--- src/rtl/dsrc_pkg.sv ---
// Purpose: shared constants and types for the receiver configuration bank
// Assumes: 8-bit register port, 50 MHz core clock
// Notes: offsets are byte addresses on the plain register port
package dsrc_pkg;

    // ========================================
    // register map
    localparam logic [7:0] OFS_CHAN_CONFIG = 8'h10;
    localparam logic [7:0] OFS_LANE_EQ = 8'h11;
    localparam logic [7:0] OFS_CLOCK_BAND = 8'h12;

    // ========================================
    // reset values
    localparam logic [7:0] RST_CHAN_CONFIG = 8'h3e;
    localparam logic [7:0] RST_LANE_EQ = 8'h00;
    localparam logic [7:0] RST_CLOCK_BAND = 8'h00;

    // ========================================
    // field positions in the channel configuration register
    localparam int POS_PIXEL_SPLIT = 7;
    localparam int POS_MODE_LO = 5;
    localparam int POS_LANES_A_LO = 3;
    localparam int POS_LANES_B_LO = 1;
    localparam int POS_STRICT = 0;

    // ========================================
    // equalization field low bits: a data, b data, a clock, b clock
    localparam int POS_EQ_A_DATA_LO = 6;
    localparam int POS_EQ_B_DATA_LO = 4;
    localparam int POS_EQ_A_CLK_LO = 2;
    localparam int POS_EQ_B_CLK_LO = 0;

    // ========================================
    // receiver mode codes
    localparam logic [1:0] MODE_DUAL_RX = 2'h0;
    localparam logic [1:0] MODE_SINGLE_RX = 2'h1;
    localparam logic [1:0] MODE_TWO_RX = 2'h2;

    // ========================================
    // clock band limits, 5 MHz steps
    localparam logic [7:0] BAND_MIN = 8'h08;
    localparam logic [7:0] BAND_MAX = 8'h64;

    // ========================================
    // start-of-transmission leader, first bit in bit 0
    localparam logic [7:0] LEADER_PATTERN = 8'hb8;

    // decoded settings handed to the analog front end and datapath
    typedef struct packed {
        logic left_right;
        logic dual_rx;
        logic single_rx;
        logic two_rx;
        logic [3:0] lanes_a;
        logic [3:0] lanes_b;
        logic strict_leader;
        logic [1:0] eq_a_data;
        logic [1:0] eq_b_data;
        logic [1:0] eq_a_clk;
        logic [1:0] eq_b_clk;
        logic band_valid;
        logic dual_link;
        logic two_links;
    } dsrc_cfg_type;

endpackage : dsrc_pkg

--- src/rtl/dsrc_regs.sv ---
// Purpose: receiver configuration registers, decode and leader check
// Assumes: synchronous active-low reset, one-cycle strobes, link pins asynchronous
// Notes: decoded settings appear one cycle after the register changes
//
// Notes on behaviour
// - bit 7 picks odd/even split at 0, left/right halves at 1
// - mode bits 6-5: 00 dual receiver, 01 single, 10 two independent
// - bits 4-3 set channel A lanes: 00 four down to 11 one
// - bits 2-1 set channel B lanes with the same coding
// - bit 0 low accepts one-bit leader error, high rejects any error
// - equalization bits 7-6 set channel A data: 00 none, 01 1dB, 11 2dB
// - equalization bits 5-4 set channel B data with same coding
// - bits 3-2 channel A clock, bits 1-0 channel B clock equalization
// - clock band register in 5 MHz steps, valid codes 0x08 to 0x64
// - with both links on, modes 00/01 give dual link, 10 two links
//
// Local design decision: the address-and-strobe port.
`timescale 1ns/1ps
`default_nettype none

module dsrc_regs
(
    input wire logic core_clk,
    input wire logic reset_n,
    input wire logic clk_en,
    input wire logic [7:0] reg_addr,
    input wire logic [7:0] wr_data,
    input wire logic wr_en,
    input wire logic rd_en,
    input wire logic links_both_on,
    input wire logic link_clk,
    input wire logic link_data,
    output logic [7:0] rd_data_ff,
    output dsrc_pkg::dsrc_cfg_type cfg_ff,
    output logic leader_ok_ff
);

    // ========================================
    // decode helpers
    function automatic logic [3:0] lane_mask(input logic [1:0] code);
        case (code)
            2'h0: lane_mask = 4'hf;
            2'h1: lane_mask = 4'h7;
            2'h2: lane_mask = 4'h3;
            default: lane_mask = 4'h1;
        endcase
    endfunction : lane_mask

    // equalization step: 0 none, 1 for 1 dB, 2 for 2 dB; reserved reads as none
    function automatic logic [1:0] eq_step(input logic [1:0] code);
        case (code)
            2'h1: eq_step = 2'h1;
            2'h3: eq_step = 2'h2;
            default: eq_step = 2'h0;
        endcase
    endfunction : eq_step

    function automatic logic [3:0] bit_errors(input logic [7:0] diff);
        logic [3:0] sum;
        sum = 4'h0;
        for (int i = 0; i < 8; i++)
        begin
            sum = sum + {3'h0, diff[i]};
        end
        bit_errors = sum;
    endfunction : bit_errors

    // ========================================
    // register storage
    logic [7:0] chan_cfg_ff;
    logic [7:0] lane_eq_ff;
    logic [7:0] clock_band_ff;
    logic [1:0] mode;
    logic [7:0] eq_fields;
    logic [7:0] eq_steps;

    // host writes, one strobe per cycle
    always_ff @(posedge core_clk)
    begin
        if (!reset_n)
        begin
            chan_cfg_ff <= dsrc_pkg::RST_CHAN_CONFIG;
            lane_eq_ff <= dsrc_pkg::RST_LANE_EQ;
            clock_band_ff <= dsrc_pkg::RST_CLOCK_BAND;
        end
        else if (clk_en && wr_en)
        begin
            case (reg_addr)
                dsrc_pkg::OFS_CHAN_CONFIG: chan_cfg_ff <= wr_data;
                dsrc_pkg::OFS_LANE_EQ: lane_eq_ff <= wr_data;
                dsrc_pkg::OFS_CLOCK_BAND: clock_band_ff <= wr_data;
                default: ;
            endcase
        end
    end

    // read data stands for one enabled cycle after the strobe, held while clk_en is low; unmapped reads zero
    always_ff @(posedge core_clk)
    begin
        if (!reset_n)
        begin
            rd_data_ff <= 8'h00;
        end
        else if (clk_en)
        begin
            if (rd_en)
            begin
                case (reg_addr)
                    dsrc_pkg::OFS_CHAN_CONFIG: rd_data_ff <= chan_cfg_ff;
                    dsrc_pkg::OFS_LANE_EQ: rd_data_ff <= lane_eq_ff;
                    dsrc_pkg::OFS_CLOCK_BAND: rd_data_ff <= clock_band_ff;
                    default: rd_data_ff <= 8'h00;
                endcase
            end
            else
            begin
                rd_data_ff <= 8'h00;
            end
        end
    end

    // ========================================
    // per-field equalization decode
    assign mode = chan_cfg_ff[dsrc_pkg::POS_MODE_LO +: 2];
    assign eq_fields = lane_eq_ff;

    genvar g;
    generate
        for (g = 0; g < 4; g++)
        begin : g_eq
            assign eq_steps[2*g +: 2] = eq_step(eq_fields[2*g +: 2]);
        end
    endgenerate

    // decoded settings, registered
    always_ff @(posedge core_clk)
    begin
        if (!reset_n)
        begin
            cfg_ff <= '0;
            cfg_ff.single_rx <= 1'b1;
            cfg_ff.lanes_a <= 4'h1;
            cfg_ff.lanes_b <= 4'h1;
        end
        else if (clk_en)
        begin
            cfg_ff.left_right <= chan_cfg_ff[dsrc_pkg::POS_PIXEL_SPLIT];
            cfg_ff.dual_rx <= (mode == dsrc_pkg::MODE_DUAL_RX);
            cfg_ff.single_rx <= (mode == dsrc_pkg::MODE_SINGLE_RX);
            cfg_ff.two_rx <= (mode == dsrc_pkg::MODE_TWO_RX);
            cfg_ff.lanes_a <= lane_mask(chan_cfg_ff[dsrc_pkg::POS_LANES_A_LO +: 2]);
            cfg_ff.lanes_b <= lane_mask(chan_cfg_ff[dsrc_pkg::POS_LANES_B_LO +: 2]);
            cfg_ff.strict_leader <= chan_cfg_ff[dsrc_pkg::POS_STRICT];
            cfg_ff.eq_a_data <= eq_steps[dsrc_pkg::POS_EQ_A_DATA_LO +: 2];
            cfg_ff.eq_b_data <= eq_steps[dsrc_pkg::POS_EQ_B_DATA_LO +: 2];
            cfg_ff.eq_a_clk <= eq_steps[dsrc_pkg::POS_EQ_A_CLK_LO +: 2];
            cfg_ff.eq_b_clk <= eq_steps[dsrc_pkg::POS_EQ_B_CLK_LO +: 2];
            cfg_ff.band_valid <= (clock_band_ff >= dsrc_pkg::BAND_MIN)
                && (clock_band_ff <= dsrc_pkg::BAND_MAX);
            cfg_ff.dual_link <= links_both_on && (mode == dsrc_pkg::MODE_DUAL_RX
                || mode == dsrc_pkg::MODE_SINGLE_RX);
            cfg_ff.two_links <= links_both_on && (mode == dsrc_pkg::MODE_TWO_RX);
        end
    end

    // ========================================
    // link pin synchronisers and edge finder
    logic clk_s1_ff, clk_s2_ff, clk_s3_ff;
    logic dat_s1_ff, dat_s2_ff;
    logic [7:0] leader_sh_ff;
    logic [7:0] leader_next;
    logic [3:0] leader_errs;
    logic link_rise;

    always_ff @(posedge core_clk)
    begin
        if (!reset_n)
        begin
            clk_s1_ff <= 1'b0;
            clk_s2_ff <= 1'b0;
            clk_s3_ff <= 1'b0;
            dat_s1_ff <= 1'b0;
            dat_s2_ff <= 1'b0;
        end
        else if (clk_en)
        begin
            clk_s1_ff <= link_clk;
            clk_s2_ff <= clk_s1_ff;
            clk_s3_ff <= clk_s2_ff;
            dat_s1_ff <= link_data;
            dat_s2_ff <= dat_s1_ff;
        end
    end

    assign link_rise = clk_s2_ff && !clk_s3_ff;
    assign leader_next = {dat_s2_ff, leader_sh_ff[7:1]};
    assign leader_errs = bit_errors(leader_next ^ dsrc_pkg::LEADER_PATTERN);

    // shift serial bits in on each link rising edge, first bit ends in bit 0
    always_ff @(posedge core_clk)
    begin
        if (!reset_n)
        begin
            leader_sh_ff <= 8'h00;
        end
        else if (clk_en && link_rise)
        begin
            leader_sh_ff <= leader_next;
        end
    end

    // leader match pulse, tolerance set by the strict bit
    always_ff @(posedge core_clk)
    begin
        if (!reset_n)
        begin
            leader_ok_ff <= 1'b0;
        end
        else if (clk_en)
        begin
            leader_ok_ff <= link_rise && ((leader_errs == 4'h0)
                || (leader_errs == 4'h1 && !chan_cfg_ff[dsrc_pkg::POS_STRICT]));
        end
    end
endmodule : dsrc_regs

`default_nettype wire

--- config.mk ---
export PLATFORM = sky130hd
export DESIGN_NAME = dsrc_regs
export DESIGN_NICKNAME = d
export VERILOG_FILES = /design/src/rtl/dsrc_pkg.sv /design/src/rtl/dsrc_regs.sv
export SDC_FILE = /design/constraint.sdc
export NUM_CORES = 1
export LEC_CHECK = 0
export BUFFER_PORTS_ARGS = -buffer_cell sky130_fd_sc_hd__buf_2
export CORE_MARGIN = 4
export CORE_UTILIZATION = 26
export DETAILED_ROUTE_END_ITERATION = 10
export GPL_ROUTABILITY_DRIVEN = 0
export RECOVER_POWER = 50
export SETUP_SLACK_MARGIN = 0.02
export SYNTH_ARGS = -nofsm -noshare
export SYNTH_HDL_FRONTEND = slang
export SYNTH_SLANG_ARGS = --single-unit
--- constraint.sdc ---
create_clock -name core_clk -period 2.9 [get_ports core_clk]
set_input_delay 0.29 -clock core_clk [delete_from_list [all_inputs] [get_ports core_clk]]
set_output_delay 0.29 -clock core_clk [all_outputs]
set_load 0.01 [all_outputs]
### Word-level counts from Yosys, hierarchy flattened

Cells that the tools add are included.

| storage, ports and cells | value |
|---|---|
| output and inout bits | 33 |
| register bits after elaboration | 70 |
| input bits | 24 |

| operators by class | value |
|---|---|
| $lt $le $gt $ge | 2 |
| equality and inequality tests | 18 |
| add/subtract/negate cells | 7 |
| bitwise operators | 1 |
| mux-type cells | 8 |
| reduce and logical (&&, ||, !) cells | 19 |

Operator list:

| operator | count |
|---|---|
| == test 8 x 5 -> 1 bit (second input constant) | 3 |
| case mux 4 bit (3 select lines) | 2 |
| case mux 8 bit (3 select lines) | 1 |
| adder 4 x 1 -> 4 bit | 4 |
| case mux 2 bit (2 select lines) | 4 |
| == test 2 x 1 -> 1 bit (second input constant) | 7 |
| == test 2 bit (second input constant) | 7 |
| >= comparator 8 x 4 -> 1 bit (second input constant) | 1 |
| <= comparator 8 x 7 -> 1 bit (second input constant) | 1 |
| logical AND 1 bit | 8 |
| 2-to-1 mux 8 bit | 1 |
| zero test 2 bit | 3 |
| AND reduction 2 bit | 3 |
| adder 3 x 1 -> 4 bit | 1 |
| == test 4 x 1 -> 1 bit (second input constant) | 1 |
| zero test 4 bit | 1 |
| NOT 4 bit | 1 |
| adder 2 x 1 -> 3 bit | 1 |
| adder 1 x 1 -> 2 bit | 1 |
| zero test 1 bit | 2 |
| logical OR 1 bit | 2 |

### Logic depth before layout (Yosys ltp)

| depth | value |
|---|---|
| depth after elaboration | 11 |
| mapped depth | 11 |
| depth with buffers taken out | 11 |

### Least setup slack after synthesis

No wires, ideal clock.

| timing path | value |
|---|---|
| kind | reg-to-reg |
| start point | register leader_sh_ff[1] |
| end point | register leader_ok_ff |
| required time | 2841 ps |
| arrival time | 2882 ps |
| slack | -41 ps |
| buffers on the path | 0 |
| stages on the path, launching flop included | 12 |
| cells stage by stage | dfxtp_1 inv_1 fa_1 inv_1 fa_1 fa_1 ha_1 inv_1 fa_1 o211ai_1 a211oi_1 a22o_1 |

| between the ends | value |
|---|---|
| longest elaborated chain between the ends | 11 |
| elaborated cells on any way between the ends | 12 |
| those cells by class | add/sub: 7; eq/ne: 1; reduce/logical: 4 |

RTL lines:

| element | line | RTL |
|---|---|---|
| start: declaration | dsrc_regs.sv:170 | `logic [7:0] leader_sh_ff;` |
| start signal: assignment | dsrc_regs.sv:208 | `leader_sh_ff <= leader_next;` |
| adder 1 x 1 -> 2 bit * | dsrc_regs.sv:63 | `sum = sum + {3'h0, diff[i]};` |
| adder 2 x 1 -> 3 bit * | dsrc_regs.sv:63 |  |
| adder 3 x 1 -> 4 bit * | dsrc_regs.sv:63 |  |
| adder 4 x 1 -> 4 bit * (4 in series) | dsrc_regs.sv:63 |  |
| == test 4 x 1 -> 1 bit | dsrc_regs.sv:222 | `\|\| (leader_errs == 4'h1 && !chan_cfg_ff[dsrc_pkg::POS_STRICT]));` |
| logical AND 1 bit | dsrc_regs.sv:222 |  |
| logical OR 1 bit * | dsrc_regs.sv:222 |  |
| logical AND 1 bit * | dsrc_regs.sv:221 | `leader_ok_ff <= link_rise && ((leader_errs == 4'h0)` |
| end signal: assignment | dsrc_regs.sv:221 |  |
| end: declaration | dsrc_regs.sv:35 | `output logic leader_ok_ff` |

Every way passes the cells marked *; elsewhere a longest branch is shown, timed or not.
A chain may end at the register's enable or synchronous reset.

### Worst setup path after layout

Same ends and word-level chain as after synthesis.

==> results.cfg <==
[run_status]
status = finished with violations
failed_checks = setup timing

[sta]
fin_crit_sh_pct = 108
fin_crit_ns = 3.13
timing.final.max_slew_violations = 0
worst_pin_slew_ns = 0.743
slew_headroom_pct = 50.4
rsz0062_at_grt = yes
fin_worst_skew_ns = 0.00575
fmax_ghz = 0.320
hold_viol_final = 0
layout_setup_ws_ns = -0.227
setup_viol = 1

[route]
vias_per_cell = 4.63
ant_nets = 0
firstDrtPassIters = 5
drc = 0
drt-total-wl_microns = 7320
num_vias = 2427
routedWlPerCell_microns = 14.0
drtIter0Drc = 118

[pwr]
total_power_mw = 2.00
p_leak_nw = 1.52
pwr_density_cell_nw_per_um2 = 547
vdd_drop_max_mv = 0.252

[setup_path]
cp_max_fo = 2
cpMostUsedCell = fa_1
critPathMaxStageDelay_ns = 0.54
cp.arrival_ns = 3.39
slowest_stage = fa_1
path_cells = inv_2 -> fa_1 -> inv_1 -> fa_1 -> fa_1 -> ha_2 -> inv_2 -> fa_1 -> o211ai_1 -> a211oi_1 -> a22o_1
start_kind = register
worstSetupEndpointType = register
crit_type = reg2reg
crit_required_ns = 3.17

[global_routing]
grt_first_pass_wirelength_microns = 12100
antenna_found_initial = 0
grt_pass1_vias = 2486
grtUsageTotal_pct = 11.5
grt_max_degree = 33
grt-ovfl-total = 0

[synthesis]
yosysUniqueCellTypes = 37
netlist_instances = 324
syn_area_per_cell_sq_um = 9.41
ys_seq_area_share_pct = 44.0
ys_warn_count = 0
ys_ff_latch = 67
synth_area_sq_um = 3050

[cts]
cts.sinks = 67
ctsResizeCount = 1
clockRootBuffer = clkbuf_16
clock_path_buffers = 2
cts_tree = yes
clock_latency_ns = 0.33
cts_buffers = 9
cts.clk_slew.worst_paths_ns = 0.06
cts_htree_levels = 3
postCtsSetupBuffers = 0
ctsHoldBuffers = 0

[placed_design]
place_area_sq_um = 3450
dpl_worst_slack_ns = -0.234
hpwl_microns = 5400
io_buffers = 54

[finish]
stdcell_area_sq_um = 3660
area_delta_synth_final_pct = 20.1
fin_nets = 407
layout-drive-gt1-share_pct = 16.5
post-route-util_pct = 31.9
antenna_cells = 0

[die]
core_area_sq_um = 11500
rows = 39
initial_core_util_pct = 26.6
die_area_sq_um = 13500
fp.dieW_microns = 116
die_y_microns = 116
io_pins = 57

[worst_hold_path]
hold_path.class = in2reg

[job]
drv_cap = 0
area by class of cell:
class | count | area, sq um
clock buffers | 9 | 225
clock inverters | 7 | 45.0
fillers | 1203 | 7800
inverters | 16 | 60.1
multi-input cells | 220 | 1520
flip-flops and latches | 67 | 1340
well taps | 143 | 179
repair buffers | 62 | 288
kinds of logic after synthesis:
kind of cell | count (synthesis) | share of synthesized area, %
simple gates | 114 | 19.4
buf+inv | 38 | 5.82
other cells | 1 | 0.123
fa+ha+maj | 7 | 3.86
compound gates | 45 | 9.43
mux | 52 | 17.4
flops | 67 | 44.0
worst max-delay path: cells and delay by family, from the launching register on:
family          cells  cell delay [ns]
fa+ha+maj           5             2.16
buf+inv             3             0.13
compound gates      3             0.43
flops               1             0.33
sequential cells by signal (all words and copies together), names as in the netlist, 7 cells and up:
| name | flops |
|---|---|
| eq_fields | 8 |
| chan_cfg_ff | 8 |
| cfg_ff | 22 |
| rd_data_ff | 8 |
| leader_sh_ff | 7 |
| clock_band_ff | 8 |
per-layer routing:
layer  vias up  part of all wire [%]  global-route usage, %
li1       1204                     -                      -
met1      1147                    42                   13.6
met2        67                    49                   19.1
met3         9                   8.2                   4.40
met4         0                   1.3                   4.02
met5         -                     0                      0
cell usage in the layout, fill, tap and decap left out, types with 2 or more instances in the layout:
cell type | Yosys | routed
a211oi_1 | 8 | 8
a21oi_1 | 17 | 17
a22o_1 | 2 | 2
a31oi_1 | 10 | 10
buf_2 | 6 | 23
buf_4 | 5 | 7
clkbuf_1 | 8 | 32
clkbuf_16 | 0 | 9
clkinv_2 | 0 | 3
clkinvlp_4 | 0 | 4
conb_1 | 1 | 2
dfxtp_1 | 67 | 65
dfxtp_2 | 0 | 2
fa_1 | 4 | 4
ha_1 | 3 | 2
inv_1 | 16 | 14
inv_2 | 0 | 2
mux2_2 | 8 | 8
mux2i_1 | 44 | 44
nand2_1 | 36 | 36
nand2b_1 | 11 | 11
nand3_1 | 6 | 6
nand3b_1 | 7 | 7
nor2_1 | 35 | 35
nor2b_1 | 10 | 10
nor3_1 | 2 | 2
o21ai_0 | 2 | 2
synthesized netlist by cell type:
cell      instances  area (sq um)
a31oi_1          10          62.6
mux2_2            8          90.1
and2b_1           1          7.51
nor2_1           35           131
and4_1            1          8.76
mux2i_1          44           440
o21a_1            1          7.51
ha_1              3          37.5
a21oi_1          17          85.1
conb_1            1          3.75
clkbuf_2          1          5.00
o311ai_0          1          8.76
a22o_1            2          17.5
a21boi_2          1          11.3
fa_1              4          80.1
buf_2             6          30.0
a211oi_1          8          60.1
buf_6             1          11.3
nor4_1            1          6.26
nand4_4           2          42.5
inv_1            16          60.1
clkbuf_1          8          30.0
a211o_1           1          8.76
nand2b_1         11          68.8
nand2_1          36           135
a221oi_1          1          8.76
o21ai_0           2          10.0
nor2b_1          10          62.6
nor3b_2           1          12.5
nor3_1            2          10.0
nand3b_1          7          52.6
o211ai_1          1          7.51
nor4b_4           1          23.8
nand3_1           6          30.0
buf_4             5          37.5
dfxtp_1          67          1340
buf_1             1          3.75
metrics by stage:
stage                     hold slack, ns  TNS, ns  cells
final                              0.206   -0.227    524
after CTS                          0.199   -0.246    524
after global routing               0.207   -0.370    524
after detailed placement           0.457   -0.234    508
after floorplan                    0.437  -0.0408    325
after global placement             0.451  -0.0974    508
worst paths after layout:
kind	cells past startpoint	from	slack, ns	end
min	3	link_clk	0.21	clk_s1_ff
max	11	leader_sh_ff[1]	-0.23	leader_ok_ff
max reg2reg	11	leader_sh_ff[1]	-0.23	leader_ok_ff
min reg2reg	2	cfg_ff[1]	0.47	cfg_ff[1]
power breakdown:
part / leakage [nW] / internal [mW] / switching [mW]
clock: 0.123 / 0.572 / 0.389
combinational: 0.855 / 0.0426 / 0.0707
sequential: 0.542 / 0.927 / 0.00357
No activity file was read; power rests on OpenSTA's default activity.
